$ cat config.mk
export PLATFORM = sky130hd
export DESIGN_NAME = fes_host
export DESIGN_NICKNAME = d
export VERILOG_FILES = /design/src/rtl/fes_host.v /design/src/rtl/fes_bus_cycle.v
export VERILOG_INCLUDE_DIRS = /design/src /design/src/rtl
export SDC_FILE = /design/constraint.sdc
export NUM_CORES = 1
export LEC_CHECK = 0
export BUFFER_PORTS_ARGS = -buffer_cell sky130_fd_sc_hd__buf_4
export CAP_MARGIN = 20
export CORE_UTILIZATION = 34
export DETAILED_ROUTE_END_ITERATION = 6
export PLACE_DENSITY = 0.5
export SYNTH_ARGS = -nofsm -noshare
export SYNTH_HDL_FRONTEND = slang
export SYNTH_HIERARCHICAL = 1
export SYNTH_SLANG_ARGS = --single-unit
$ cat constraint.sdc
create_clock -name clk_i -period 4.2 [get_ports clk_i]
set_clock_uncertainty 0.1 [all_clocks]
set_input_delay 0.84 -clock clk_i [delete_from_list [all_inputs] [get_ports clk_i]]
set_output_delay 0.84 -clock clk_i [all_outputs]
set_load 0.005 [all_outputs]
$ cat src/rtl/fes_consts.vh
// Constants for the flash erase command sequencer host controller.
// Assumes a byte-wide parallel flash on asynchronous strobes and a 10 MHz system clock.
`ifndef FES_CONSTS_VH
`define FES_CONSTS_VH

`define FES_ADDR_UNLOCK1   20'h00555
`define FES_ADDR_UNLOCK2   20'h002aa
`define FES_DATA_UNLOCK1   8'haa
`define FES_DATA_UNLOCK2   8'h55
`define FES_CMD_ERASE_SET  8'h80
`define FES_CMD_CHIP       8'h10
`define FES_CMD_SECTOR     8'h30
`define FES_CMD_PROGRAM    8'ha0
`define FES_CMD_IDENT      8'h90
`define FES_CMD_RESET      8'hf0
`define FES_CMD_SUSPEND    8'hb0
`define FES_CMD_RESUME     8'h30

`define FES_SECTOR_LSB     16

`define FES_REG_CTRL       32'h00000000
`define FES_REG_ADDR       32'h00000004
`define FES_REG_DATA       32'h00000008
`define FES_REG_STATUS     32'h0000000c
`define FES_REG_SECTORS    32'h00000010
`define FES_REG_RDATA      32'h00000014

`define FES_OP_NONE        4'h0
`define FES_OP_READ        4'h1
`define FES_OP_RESET       4'h2
`define FES_OP_PROGRAM     4'h3
`define FES_OP_CHIP        4'h4
`define FES_OP_SECTOR      4'h5
`define FES_OP_SUSPEND     4'h6
`define FES_OP_RESUME      4'h7
`define FES_OP_IDENT       4'h8

`define FES_CLK_HZ         10000000
`define FES_WINDOW_US      50
`define FES_SUSPEND_US     20
`define FES_STROBE_NS      200
`define FES_SETUP_NS       100
`define FES_WINDOW_CYC     ((`FES_WINDOW_US * (`FES_CLK_HZ / 1000000)))
`define FES_SUSPEND_CYC    ((`FES_SUSPEND_US * (`FES_CLK_HZ / 1000000)))
`define FES_STROBE_CYC     ((`FES_STROBE_NS * (`FES_CLK_HZ / 1000000) + 999) / 1000)
`define FES_SETUP_CYC      ((`FES_SETUP_NS * (`FES_CLK_HZ / 1000000) + 999) / 1000)

`endif

$ cat src/rtl/fes_host.v
// Host controller that issues flash command sequences and watches erase progress.
// Assumes classic Wishbone software access and a flash wired to the pin ports.
//
// Our own choices: the placing of the registers and register access over Wishbone.
`timescale 1ns/1ps
`include "fes_consts.vh"
module fes_host #(
  parameter integer WINDOW_CYC  = `FES_WINDOW_CYC,
  parameter integer SUSPEND_CYC = `FES_SUSPEND_CYC
) (
  // Clock and reset
  input  wire        clk_i,
  input  wire        rst_i,
  // Wishbone slave
  input  wire        wb_cyc_i,
  input  wire        wb_stb_i,
  input  wire        wb_we_i,
  input  wire [7:0]  wb_adr_i,
  input  wire [3:0]  wb_sel_i,
  input  wire [31:0] wb_dat_i,
  output reg  [31:0] wb_dat_o,
  output reg         wb_ack_o,
  // Flash pins
  output wire [19:0] f_addr_o,
  output wire [7:0]  f_dq_o,
  output wire        f_dq_oe_o,
  input  wire [7:0]  f_dq_i,
  output wire        f_ce_n_o,
  output wire        f_we_n_o,
  output wire        f_oe_n_o,
  output reg         f_reset_n_o,
  input  wire        ready_busy_n_i
);

  localparam [2:0] ST_IDLE  = 3'd0;
  localparam [2:0] ST_ISSUE = 3'd1;
  localparam [2:0] ST_WAIT  = 3'd2;
  localparam [2:0] ST_EXTRA = 3'd3;
  localparam [2:0] ST_ERASE = 3'd4;
  localparam [2:0] ST_SUSP  = 3'd5;

  reg  [2:0]  state_r;
  reg  [3:0]  op_r;
  reg  [2:0]  step_r;
  reg  [2:0]  nsteps_r;
  reg  [19:0] addr_r;
  reg  [7:0]  data_r;
  reg  [15:0] sectors_r;
  reg  [15:0] pend_r;
  reg  [3:0]  sec_idx_r;
  reg  [15:0] timer_r;
  reg         hw_reset_r;
  reg         busy_err_r;
  reg         window_open_r;
  reg         erasing_r;
  reg         chip_erase_r;
  reg         suspended_r;
  reg         go_r;
  reg  [19:0] cyc_addr;
  reg  [7:0]  cyc_data;
  reg         cyc_write;
  reg         rb_s1_r;
  reg         rb_s2_r;
  wire        cyc_busy;
  wire        cyc_done;
  wire [7:0]  cyc_rdata;
  wire        wb_req;

  assign wb_req = wb_cyc_i & wb_stb_i & ~wb_ack_o;

  always @(posedge clk_i) begin
    rb_s1_r <= ready_busy_n_i;
    rb_s2_r <= rb_s1_r;
  end

  // Builds the address and data of each write of the chosen sequence.
  always @* begin
    cyc_addr  = `FES_ADDR_UNLOCK1;
    cyc_data  = `FES_DATA_UNLOCK1;
    cyc_write = 1'b1;
    case (op_r)
      `FES_OP_READ: begin
        cyc_addr  = addr_r;
        cyc_write = 1'b0;
      end
      `FES_OP_RESET: cyc_data = `FES_CMD_RESET;
      `FES_OP_SUSPEND: cyc_data = `FES_CMD_SUSPEND;
      `FES_OP_RESUME: cyc_data = `FES_CMD_RESUME;
      default: begin
        // Unlock writes carry only the low address bits.
        case (step_r)
          3'd0: cyc_data = `FES_DATA_UNLOCK1;
          3'd1: begin
            cyc_addr = `FES_ADDR_UNLOCK2;
            cyc_data = `FES_DATA_UNLOCK2;
          end
          3'd2: begin
            if (op_r == `FES_OP_PROGRAM) begin
              cyc_data = `FES_CMD_PROGRAM;
            end else if (op_r == `FES_OP_IDENT) begin
              cyc_data = `FES_CMD_IDENT;
            end else begin
              cyc_data = `FES_CMD_ERASE_SET;
            end
          end
          3'd3: begin
            if (op_r == `FES_OP_PROGRAM) begin
              cyc_addr = addr_r;
              cyc_data = data_r;
            end else begin
              cyc_data = `FES_DATA_UNLOCK1;
            end
          end
          3'd4: begin
            cyc_addr = `FES_ADDR_UNLOCK2;
            cyc_data = `FES_DATA_UNLOCK2;
          end
          default: begin
            if (op_r == `FES_OP_CHIP) begin
              cyc_data = `FES_CMD_CHIP;
            end else begin
              cyc_addr = {sec_idx_r, 16'h0000};
              cyc_data = `FES_CMD_SECTOR;
            end
          end
        endcase
      end
    endcase
  end

  fes_bus_cycle u_cycle (
    .clk_i     (clk_i),
    .rst_i     (rst_i),
    .start_i   (go_r),
    .write_i   (cyc_write),
    .addr_i    (cyc_addr),
    .data_i    (cyc_data),
    .busy_o    (cyc_busy),
    .done_o    (cyc_done),
    .rdata_o   (cyc_rdata),
    .f_addr_o  (f_addr_o),
    .f_dq_o    (f_dq_o),
    .f_dq_oe_o (f_dq_oe_o),
    .f_dq_i    (f_dq_i),
    .f_ce_n_o  (f_ce_n_o),
    .f_we_n_o  (f_we_n_o),
    .f_oe_n_o  (f_oe_n_o)
  );

  // Lowest pending sector, used for the next selection write.
  function [3:0] first_set;
    input [15:0] v;
    integer k;
    begin
      first_set = 4'h0;
      for (k = 15; k >= 0; k = k - 1) begin
        if (v[k]) begin
          first_set = k[3:0];
        end
      end
    end
  endfunction

  always @(posedge clk_i) begin
    if (rst_i) begin
      state_r       <= ST_IDLE;
      op_r          <= `FES_OP_NONE;
      step_r        <= 3'd0;
      nsteps_r      <= 3'd0;
      addr_r        <= 20'h00000;
      data_r        <= 8'h00;
      sectors_r     <= 16'h0000;
      pend_r        <= 16'h0000;
      sec_idx_r     <= 4'h0;
      timer_r       <= 16'h0000;
      hw_reset_r    <= 1'b0;
      busy_err_r    <= 1'b0;
      window_open_r <= 1'b0;
      erasing_r     <= 1'b0;
      chip_erase_r  <= 1'b0;
      suspended_r   <= 1'b0;
      go_r          <= 1'b0;
      f_reset_n_o   <= 1'b1;
      wb_ack_o      <= 1'b0;
      wb_dat_o      <= 32'h00000000;
    end else begin
      go_r     <= 1'b0;
      wb_ack_o <= wb_req;
      f_reset_n_o <= ~hw_reset_r;
      if (timer_r != 16'h0000) begin
        timer_r <= timer_r - 16'h0001;
      end
      if (wb_req) begin
        wb_dat_o <= 32'h00000000;
        if (wb_we_i) begin
          case ({24'h000000, wb_adr_i})
            `FES_REG_CTRL: begin
              if (wb_sel_i[0]) begin
                hw_reset_r <= wb_dat_i[4];
                busy_err_r <= 1'b0;
                // Suspend is sent only while a sector erase runs or its selection window is open.
                if (wb_dat_i[3:0] == `FES_OP_SUSPEND &&
                    !((erasing_r && !chip_erase_r) || window_open_r)) begin
                  busy_err_r <= 1'b1;
                end else if (wb_dat_i[3:0] == `FES_OP_RESUME && !suspended_r) begin
                  busy_err_r <= 1'b1;
                end else if (wb_dat_i[3:0] != `FES_OP_NONE && state_r == ST_IDLE) begin
                  op_r     <= wb_dat_i[3:0];
                  step_r   <= 3'd0;
                  nsteps_r <= (wb_dat_i[3:0] == `FES_OP_PROGRAM) ? 3'd3 :
                              (wb_dat_i[3:0] == `FES_OP_IDENT) ? 3'd2 :
                              (wb_dat_i[3:0] == `FES_OP_CHIP ||
                               wb_dat_i[3:0] == `FES_OP_SECTOR) ? 3'd5 : 3'd0;
                  pend_r    <= sectors_r;
                  sec_idx_r <= first_set(sectors_r);
                  state_r   <= ST_ISSUE;
                end else if (wb_dat_i[3:0] != `FES_OP_NONE) begin
                  busy_err_r <= 1'b1;
                end
              end
            end
            `FES_REG_ADDR: addr_r <= wb_dat_i[19:0];
            `FES_REG_DATA: if (wb_sel_i[0]) data_r <= wb_dat_i[7:0];
            `FES_REG_SECTORS: sectors_r <= wb_dat_i[15:0];
            default: ;
          endcase
        end else begin
          case ({24'h000000, wb_adr_i})
            `FES_REG_CTRL:    wb_dat_o <= {27'h0000000, hw_reset_r, op_r};
            `FES_REG_ADDR:    wb_dat_o <= {12'h000, addr_r};
            `FES_REG_DATA:    wb_dat_o <= {24'h000000, data_r};
            `FES_REG_STATUS:  wb_dat_o <= {26'h0000000, busy_err_r, ~rb_s2_r,
                                           suspended_r && (timer_r == 16'h0000),
                                           erasing_r, window_open_r, state_r != ST_IDLE};
            `FES_REG_SECTORS: wb_dat_o <= {16'h0000, sectors_r};
            `FES_REG_RDATA:   wb_dat_o <= {24'h000000, cyc_rdata};
            default:          wb_dat_o <= 32'h00000000;
          endcase
        end
      end
      case (state_r)
        ST_IDLE: begin
          // Ready again means the erase finished and the part reads array.
          if (erasing_r && timer_r == 16'h0000 && rb_s2_r) begin
            erasing_r    <= 1'b0;
            chip_erase_r <= 1'b0;
          end
          // The window closes by itself; then the part erases.
          if (window_open_r && timer_r == 16'h0000) begin
            window_open_r <= 1'b0;
            erasing_r     <= 1'b1;
            timer_r       <= 16'h0004;
          end
        end
        ST_ISSUE: begin
          if (!cyc_busy && !go_r) begin
            go_r    <= 1'b1;
            state_r <= ST_WAIT;
          end
        end
        ST_WAIT: begin
          if (cyc_done) begin
            if (step_r < nsteps_r) begin
              step_r  <= step_r + 3'd1;
              state_r <= ST_ISSUE;
            end else begin
              state_r <= ST_IDLE;
              case (op_r)
                `FES_OP_SECTOR: begin
                  pend_r    <= pend_r & ~(16'h0001 << sec_idx_r);
                  window_open_r <= 1'b1;
                  timer_r   <= WINDOW_CYC[15:0];
                  state_r   <= ST_EXTRA;
                end
                `FES_OP_CHIP: begin
                  erasing_r    <= 1'b1;
                  chip_erase_r <= 1'b1;
                  timer_r   <= 16'h0004;
                end
                `FES_OP_SUSPEND: begin
                  // Suspended is reported after the worst-case latency, or at once if the window was still open.
                  window_open_r <= 1'b0;
                  erasing_r     <= 1'b0;
                  suspended_r   <= 1'b1;
                  timer_r       <= window_open_r ? 16'h0000 : SUSPEND_CYC[15:0];
                end
                `FES_OP_RESUME: begin
                  suspended_r <= 1'b0;
                  erasing_r   <= 1'b1;
                  timer_r     <= 16'h0004;
                end
                `FES_OP_RESET: window_open_r <= 1'b0;
                default: ;
              endcase
            end
          end
        end
        ST_EXTRA: begin
          // Remaining selections follow back to back, well inside the window.
          if (pend_r == 16'h0000) begin
            state_r <= ST_IDLE;
          end else if (!cyc_busy && !go_r) begin
            sec_idx_r <= first_set(pend_r);
            step_r    <= 3'd5;
            state_r   <= ST_ISSUE;
          end
        end
        default: state_r <= ST_IDLE;
      endcase
      // Placed last so a hardware reset of the part wins over updates of the state and the erase, window and suspend flags in the same cycle.
      if (hw_reset_r) begin
        state_r       <= ST_IDLE;
        window_open_r <= 1'b0;
        erasing_r     <= 1'b0;
        chip_erase_r  <= 1'b0;
        suspended_r   <= 1'b0;
      end
    end
  end

endmodule // fes_host

$ cat src/rtl/fes_bus_cycle.v
// One asynchronous write or read cycle on the flash pins.
// Assumes the flash pins are wired straight to the part; read data is synchronised here.
`timescale 1ns/1ps
`include "fes_consts.vh"
module fes_bus_cycle #(
  parameter integer SETUP_CYC  = `FES_SETUP_CYC,
  parameter integer STROBE_CYC = `FES_STROBE_CYC
) (
  // Clock and reset
  input  wire        clk_i,
  input  wire        rst_i,
  // Request
  input  wire        start_i,
  input  wire        write_i,
  input  wire [19:0] addr_i,
  input  wire [7:0]  data_i,
  output wire        busy_o,
  output reg         done_o,
  output reg  [7:0]  rdata_o,
  // Flash pins
  output reg  [19:0] f_addr_o,
  output reg  [7:0]  f_dq_o,
  output reg         f_dq_oe_o,
  input  wire [7:0]  f_dq_i,
  output reg         f_ce_n_o,
  output reg         f_we_n_o,
  output reg         f_oe_n_o
);

  localparam [1:0] ST_IDLE  = 2'd0;
  localparam [1:0] ST_SETUP = 2'd1;
  localparam [1:0] ST_PULSE = 2'd2;
  localparam [1:0] ST_HOLD  = 2'd3;

  reg [1:0] state_r;
  reg [7:0] cnt_r;
  reg       wr_r;
  reg [7:0] dq_s1_r;
  reg [7:0] dq_s2_r;

  assign busy_o = (state_r != ST_IDLE);

  always @(posedge clk_i) begin
    dq_s1_r <= f_dq_i;
    dq_s2_r <= dq_s1_r;
  end

  // Address settles before the strobe falls and data before it rises.
  always @(posedge clk_i) begin
    if (rst_i) begin
      state_r   <= ST_IDLE;
      cnt_r     <= 8'h00;
      wr_r      <= 1'b0;
      done_o    <= 1'b0;
      rdata_o   <= 8'h00;
      f_addr_o  <= 20'h00000;
      f_dq_o    <= 8'h00;
      f_dq_oe_o <= 1'b0;
      f_ce_n_o  <= 1'b1;
      f_we_n_o  <= 1'b1;
      f_oe_n_o  <= 1'b1;
    end else begin
      done_o <= 1'b0;
      case (state_r)
        ST_IDLE: begin
          if (start_i) begin
            f_addr_o  <= addr_i;
            f_dq_o    <= data_i;
            f_dq_oe_o <= write_i;
            wr_r      <= write_i;
            f_ce_n_o  <= 1'b0;
            cnt_r     <= SETUP_CYC[7:0];
            state_r   <= ST_SETUP;
          end
        end
        ST_SETUP: begin
          if (cnt_r > 8'h01) begin
            cnt_r <= cnt_r - 8'h01;
          end else begin
            f_we_n_o <= ~wr_r;
            f_oe_n_o <= wr_r;
            cnt_r    <= STROBE_CYC[7:0] + 8'h02;
            state_r  <= ST_PULSE;
          end
        end
        ST_PULSE: begin
          if (cnt_r > 8'h01) begin
            cnt_r <= cnt_r - 8'h01;
          end else begin
            rdata_o  <= dq_s2_r;
            f_we_n_o <= 1'b1;
            f_oe_n_o <= 1'b1;
            state_r  <= ST_HOLD;
          end
        end
        ST_HOLD: begin
          f_ce_n_o  <= 1'b1;
          f_dq_oe_o <= 1'b0;
          done_o    <= 1'b1;
          state_r   <= ST_IDLE;
        end
        default: state_r <= ST_IDLE;
      endcase
    end
  end

endmodule // fes_bus_cycle

==> results of run 1 <==
-- routing by layer --
layer | up-vias | GRT usage (%) | wire length [µm]
li1 | 4178 | - | -
met1 | 3997 | 28.8 | 13600
met2 | 216 | 31.7 | 12600
met3 | 25 | 3.67 | 1280
met4 | 0 | 7.09 | 670
met5 | - | 0 | 0
-- registers in the layout, indices dropped and copies added, names as in the netlist, 2 cells and up --
signal / cells
addr_r: 20
u_cycle/f_addr_o: 20
wb_dat_o: 20
pend_r: 16
sectors_r: 16
timer_r: 16
data_r: 8
u_cycle/cnt_r: 8
u_cycle/dq_s1_r: 8
u_cycle/dq_s2_r: 8
u_cycle/f_dq_o: 8
u_cycle/rdata_o: 8
op_r: 4
sec_idx_r: 4
nsteps_r: 3
state_r: 3
step_r: 3
u_cycle/state_r: 2
-- cells in the final DEF (no fill, tap or decap), drive strengths merged, types with 7 or more instances in the layout --
cell / count
a211oi: 20
a21o: 8
a21oi: 120
a221oi: 9
a22o: 8
a22oi: 9
and2: 9
buf: 110
clkbuf: 18
clkinv: 8
conb: 13
dfxtp: 192
ha: 14
inv: 31
mux2i: 14
nand2: 214
nand2b: 17
nand3: 21
nand3b: 10
nand4: 7
nor2: 86
nor2b: 13
nor3: 38
nor4: 21
o21a: 12
o21ai: 41
o22ai: 20
o31ai: 12
or2: 7
or3: 11
or4: 11
xnor2: 7
-- cell usage after synthesis, types with 10 or more instances --
cell      count  area share (%)
nand2_1     214             8.7
ha_1         14             1.9
clkbuf_1     51             2.1
nor3_1       37             2.0
o21a_1       12            0.98
nand3b_1     10            0.82
nor2_1       86             3.5
nand3_1      20             1.1
mux2i_1      14             1.5
a211oi_1     20             1.6
nor4_1       18             1.2
o22ai_1      20             1.4
inv_1        26             1.1
buf_4        14             1.1
o21ai_0      39             2.1
dfxtp_1     192              42
o31ai_1      12            0.98
or3_1        11            0.75
a21oi_1     119             6.5
nand2b_1     17             1.2
nor2b_1      12            0.82
-- how the worst max path moves through the flow --
stage	cells after the start	startpoint	to
2_1_floorplan	6	wb_adr_i[0]	sec_idx_r[0]$_SDFF_PP0_
6_report	6	wb_adr_i[0]	sectors_r[8]$_SDFFE_PP0P_
4_1_cts	6	wb_adr_i[0]	sectors_r[8]$_SDFFE_PP0P_
3_5_place_dp	7	wb_adr_i[5]	sec_idx_r[3]$_SDFF_PP0_
3_3_place_gp	6	wb_adr_i[0]	sectors_r[12]$_SDFFE_PP0P_
5_1_grt	6	wb_adr_i[0]	sectors_r[8]$_SDFFE_PP0P_
-- per-stage QoR --
step | setup slack [ps] | cells | utilization [%]
6_report | 1360 | 1548 | 40.9
3_3_place_gp | 910 | 1516 | 38.5
2_1_floorplan | 1400 | 1149 | -
3_5_place_dp | 946 | 1516 | 38.5
5_1_grt | 1220 | 1548 | 40.9
4_1_cts | 1390 | 1548 | 40.9
-- cell type report --
type / instances / area, µm² / share of cell area (%)
multi-input cells: 853 / 4920 / 45.8
flip-flops and latches: 192 / 3840 / 35.8
repair buffers: 110 / 838 / 7.80
clock buffers: 18 / 439 / 4.09
well taps: 335 / 419 / 3.90
clock inverters: 14 / 181 / 1.69
inverters: 26 / 97.6 / 0.908
-- worst max-delay path, stage by stage --
cell,delay (ps)
buf_4,110
or4_4,620
nor4_4,550
nand3_1,600
nand2_1,220
a21oi_1,90
-- power groups by stage --
stage | registers [µW] | clock network (µW) | logic [µW]
final | 2010 | 1680 | 921
after global routing | 2030 | 1800 | 1030
after CTS | 2010 | 1730 | 923
after detailed placement | 2050 | 0 | 919
after global placement | 2050 | 0 | 915
after floorplan | 2030 | 0 | 718
-- cell families (layout without fill, tap and decap cells) --
family / after synthesis / in the layout / synth area share, %
fa+ha+maj: 14 / 14 / 1.91
flops: 192 / 192 / 41.9
compound gates: 297 / 297 / 20.5
simple gates: 496 / 496 / 26.9
mux: 21 / 21 / 2.51
other cells: 1 / 13 / 0.0408
xor+xnor: 12 / 12 / 1.14
buf+inv: 104 / 168 / 5.15
==> impl_metrics.json, run 1 <==
{
  "power.share.sequential_pct": 43.5,
  "cp.arrival_ps": 3040,
  "internal_power_uw": 3110,
  "switchingPower_uw": 1500,
  "r2r-start": "erasing_r$_SDFFE_PP0P_",
  "ant_nets": 0,
  "ir_drop_v": 0.000199,
  "slew_headroom_pct": 31.2,
  "rsz0062_at_grt": "no",
  "syn_inst": 1137,
  "async_reset_ff_share_pct": 0,
  "finalCritPeriodShare_pct": 67.7,
  "drt_iter0_markers": 598,
  "die_y_um": 166,
  "max_freq_mhz": 352,
  "cts_tree": "yes",
  "r2r_setup_slack_ps": 1660,
  "hold_buffers": 0,
  "wire_per_inst_um": 18.2,
  "min_period_ps": 2840,
  "cap_violations": 0,
  "p_per_area_mw_per_mm2": 429,
  "synth_ff_type": "dfxtp_1",
  "p_total_uw": 4610,
  "area_growth_pct": 17.0,
  "ys_types": 78,
  "insertedDiodeCount": 0,
  "dpl.hpwl_um": 20400,
  "clock_sinks": 192,
  "required_ps": 4400,
  "grt_start_max_net_pins": 64,
  "drv_slew": 0,
  "dieArea_mm2": 0.0277,
  "power_leakage_uw": 0.00399,
  "switching_share_pct": 32.6,
  "setup_viol_count_final": 0,
  "grt_pass1_wl_um": 44800,
  "tightest_slew_ps": 1020,
  "hold_viol_final": 0,
  "grt_pass1_vias": 7858,
  "hp-start": "rb_s1_r$_DFF_P_",
  "syn_area_per_cell_um2": 8.08,
  "hp-class": "reg -> reg",
  "ys_ff_latch": 192,
  "overflow": 0,
  "dpl_cell_area_mm2": 0.0101,
  "nets": 1272,
  "die_x_um": 166,
  "clock_power_share_pct": 36.5,
  "crit_fanout": 16,
  "synth_area_mm2": 0.00918,
  "synth-warning-count": 6,
  "whs_endpoint": "rb_s2_r$_DFF_P_",
  "ios": 124,
  "fillCellCount": 2699,
  "timing.rr.end": "step_r[1]$_SDFF_PP0_",
  "io_buffers": 96,
  "fp-row-count": 59,
  "post-cts-setup-buffer-count": 0,
  "status": "finished, violations left",
  "clock_latency_ps": 440,
  "min_path_cells": 0,
  "comb_power_share_pct": 20.0,
  "drive_above_1_share_pct": 14.3,
  "seq_area_frac_synth_pct": 41.9,
  "clk_path_buf_depth": 2,
  "clk_pin_slew_worst_paths_ps": 70,
  "cp-end-kind": "register",
  "hold_ws_ps": 232,
  "grt_usage_pct": 20.6,
  "htree_levels": 4,
  "setup_tns_ps": 0,
  "cp-start-kind": "primary input",
  "cts_root_buffer": "clkbuf_16",
  "drc_errors": 3,
  "critPathKind": "in -> reg",
  "violations": "DRC",
  "num_vias": 8416,
  "cts_resized": 0,
  "vias_per_cell": 5.44,
  "reg2reg_depth": 5,
  "finalWirelength_um": 28200,
  "place_congestion": 0.849,
  "start_util_pct": 34.9,
  "firstDrtPassIters": 7,
  "fin_area_mm2": 0.0107,
  "synth_edf_count": 0,
  "antenna_found_initial": 0,
  "cts_made_buffers": 17,
  "core-area_mm2": 0.0263
}
No activity file was read; power rests on OpenSTA's default activity.
==> run 2, diff against run 1 <==
Settings changed: ABC_AREA set to 1, PLACE_DENSITY 0.5 to 0.52.
Clock period 4.2 ns to 2.3 ns, I/O delays scaled along.
==> run 2 against run 1 <==
Against the previous run: the flow now finishes without violations; worst setup slack worse by 1200 ps; clock power is 79% higher; cell count is 10% higher; final area is 2.5% higher; hold slack worse by 210 ps; non-clock buffer count is 41 higher.
==> impl_metrics.json, run 2 <==
{
  "synth_top_family_by_area": "simple AND/OR/NAND/NOR gates",
  "critPathKind": "reg -> reg",
  "path_cells": "buf_4 -> ha_1 -> ha_4 -> inv_1 -> nand2_1 -> nor2_2 -> inv_1 -> nor2_2 -> nor2_1 -> nand2_1 -> a21oi_2 -> buf_4 -> a21oi_1 -> o21ai_0 -> nor2_1",
  "syn_area_per_cell_um2": 7.28,
  "reg2reg_depth": 15,
  "setup_viol_count_final": 0,
  "critPathMaxStageDelay_ps": 340,
  "ys_types": 53,
  "internal_power_uw": 6030,
  "hold_viol_final": 0,
  "instances_no_fill": 1703,
  "hp-class": "in -> reg",
  "switchingPower_uw": 3300,
  "synthXorXnorAreaFrac_pct": 0.783,
  "final_cell_mix": "189 x dfxtp_1, 169 x nor2_1, 166 x nand2_1",
  "hold_ws_ps": 20.8,
  "clock_sinks": 192,
  "yosysTopAreaCellShare_pct": 43.0,
  "grt_start_max_net_pins": 34,
  "drv_slew": 0,
  "regArea_mm2": 0.00385,
  "clock_power_share_pct": 32.2,
  "synth_area_mm2": 0.00894,
  "yosysMostFrequentCell": "dfxtp_1",
  "p_per_area_mw_per_mm2": 848,
  "syn_inst": 1229,
  "r2r_setup_slack_ps": 150,
  "seq_area_frac_synth_pct": 43.0,
  "cts_root_buffer": "clkbuf_16",
  "ir_drop_v": 0.000494,
  "num_vias": 8444,
  "cp.arrival_ps": 2380,
  "vias_per_cell": 4.96,
  "clk_path_buf_depth": 2,
  "io_buffers": 96,
  "required_ps": 2530,
  "fp-row-count": 58,
  "dpl.hpwl_um": 20700,
  "place_congestion": 0.920,
  "firstDrtPassIters": 5,
  "synth-warning-count": 6,
  "clk_pin_slew_worst_paths_ps": 80,
  "drive_above_1_share_pct": 17.7,
  "async_reset_ff_share_pct": 0,
  "cts_tree": "yes",
  "p_total_uw": 9340,
  "cp-start-kind": "register",
  "min_period_ps": 2150,
  "timing.rr.end": "u_cycle/f_addr_o[8]$_SDFFE_PP0P_",
  "cp-endpoint": "u_cycle/f_addr_o[8]$_SDFFE_PP0P_",
  "nets": 1432,
  "grt_pass1_wl_um": 42700,
  "core-area_mm2": 0.0255,
  "insertedDiodeCount": 0,
  "ant_nets": 0,
  "crit_cells": 15,
  "die_y_um": 164,
  "synth-compound-area-share_pct": 21.4,
  "antenna_found_initial": 0,
  "final_common_cell": "dfxtp_1",
  "clock_latency_ps": 440,
  "cts_made_buffers": 17,
  "crit_family": "buffers and inverters",
  "slowest_stage": "dfxtp_1",
  "setup_tns_ps": 0,
  "ys_ff_latch": 192,
  "wire_per_inst_um": 15.8,
  "power_leakage_uw": 0.00457,
  "htree_levels": 4,
  "muxShareOfSynthArea_pct": 0,
  "crit_fanout": 6,
  "synthTopCellsByCount": "192 x dfxtp_1, 177 x nor2_1, 167 x nand2_1",
  "cap_violations": 0,
  "worst_slack_ps": 150,
  "drc_errors": 0,
  "area_growth_pct": 23.1,
  "comb_power_share_pct": 27.7,
  "synthAdderAreaFrac_pct": 1.96,
  "max_freq_mhz": 465,
  "ios": 124,
  "cp-end-kind": "register",
  "switching_share_pct": 35.4,
  "dieArea_mm2": 0.0270,
  "die_x_um": 164,
  "synth_edf_count": 0,
  "start_util_pct": 35.1,
  "dpl.cell_count": 1663,
  "critical_path_buf_inv_count": 4,
  "yosys.area_share.simple_pct": 23.0,
  "fillCellCount": 2650,
  "grt_usage_pct": 20.6,
  "finalWirelength_um": 27000,
  "status": "complete, no violations",
  "yosys-top-cells-area": "dfxtp_1 43%, o21ai_0 7.8%, nor2_1 7.4%, nand2_1 7.0%, a21oi_1 6.7%",
  "finalCritPeriodShare_pct": 93.5,
  "drt_iter0_markers": 609,
  "grt_pass1_vias": 7907,
  "synth_ff_type": "dfxtp_1",
  "power.share.sequential_pct": 40.1,
  "synth_area_leader_cell": "dfxtp_1",
  "multi_input_area_mm2": 0.00434,
  "worstSetupStartpoint": "step_r[0]$_SDFF_PP0_",
  "dp_slack_ps": -34.5,
  "r2r-start": "step_r[0]$_SDFF_PP0_",
  "top_regs": "addr_r (20), u_cycle/f_addr_o (20), wb_dat_o (20)",
  "overflow": 0
}
-- run 2: changes by cell type in the layout (fill, tap and decap cells not counted), sizes merged, moves of 17 or more --
cell,delta
o21ai,+105
nand2,-34
nand2b,-17
a211oi,-17
nand3,+24
nor2,+106
inv,+143
buf,+34
-- run 2: power groups by stage --
stage	sequential, µW	clock (µW)	combinational, µW
after floorplan	3780	0	1940
after global placement	3820	0	2490
after detailed placement	3820	0	2510
after CTS	3750	3090	2530
after global routing	3790	3230	2960
final	3750	3000	2580
-- run 2: how the worst min path moves through the flow --
stage,slack (ps),end,cells past startpoint,from
after CTS,1,u_cycle/dq_s1_r[0]$_DFF_P_,1,f_dq_i[0]
final,20,u_cycle/dq_s1_r[0]$_DFF_P_,1,f_dq_i[0]
after floorplan,210,rb_s2_r$_DFF_P_,0,rb_s1_r$_DFF_P_
after global routing,3,u_cycle/dq_s1_r[0]$_DFF_P_,1,f_dq_i[0]
after global placement,210,u_cycle/dq_s2_r[2]$_DFF_P_,0,u_cycle/dq_s1_r[2]$_DFF_P_
after detailed placement,210,u_cycle/dq_s2_r[1]$_DFF_P_,0,u_cycle/dq_s1_r[1]$_DFF_P_
-- run 2: what timing repair did --
| item | in CTS | in global routing |
|---|---|---|
| gates cloned | 0 | 0 |
| endpoints found under the setup margin | 4 | 26 |
| resized for setup | 1 | 27 |
| pin swaps | 0 | 5 |
| hold buffers | 6 | 1 |
| setup buffers | 0 | 1 |
| hold endpoints to repair | 6 | 1 |
-- run 2: logic make-up after synthesis --
| family | count (synthesis) |
|---|---|
| AO/OA/AOI/OAI | 340 |
| XOR/XNOR | 8 |
| adder cells (fa/ha/maj) | 14 |
| buffers and inverters | 218 |
| flip-flops | 192 |
| other | 1 |
| AND/OR/NAND/NOR | 456 |
-- run 2: per-layer routing --
layer / vias up / GRT usage (%) / routed length (µm)
met2: 198 / 32.0 / 12100
met3: 21 / 3.46 / 1220
met1: 3899 / 29.4 / 13300
met5: - / 0 / 0
li1: 4326 / - / -
met4: 0 / 4.80 / 358
-- run 2: worst register-to-register path: stages, from the launching register on --
cell     delay [ps]
dfxtp_1         340
buf_4           120
ha_1            180
ha_4            160
inv_1            50
nand2_1         100
nor2_2           50
inv_1           100
nor2_2           50
nor2_1           90
nand2_1          70
a21oi_2         140
buf_4           170
a21oi_1          70
o21ai_0         200
nor2_1           60
-- run 2: final cells by class --
cell class                      count  area share [%]
Multi-Input combinational cell    831            39.4
Sequential cell                   192            35.0
Timing Repair Buffer              151            10.7
Inverter                          167            5.74
Clock buffer                       18            3.99
Tap cell                          330            3.75
Clock inverter                     14            1.49
-- run 2: stage by stage --
step	instance area (µm²)	utilization, %
after CTS	10900	42.8
after global routing	11000	43.2
after global placement	10300	40.2
after floorplan	8990	-
after detailed placement	10300	40.2
final	11000	43.2
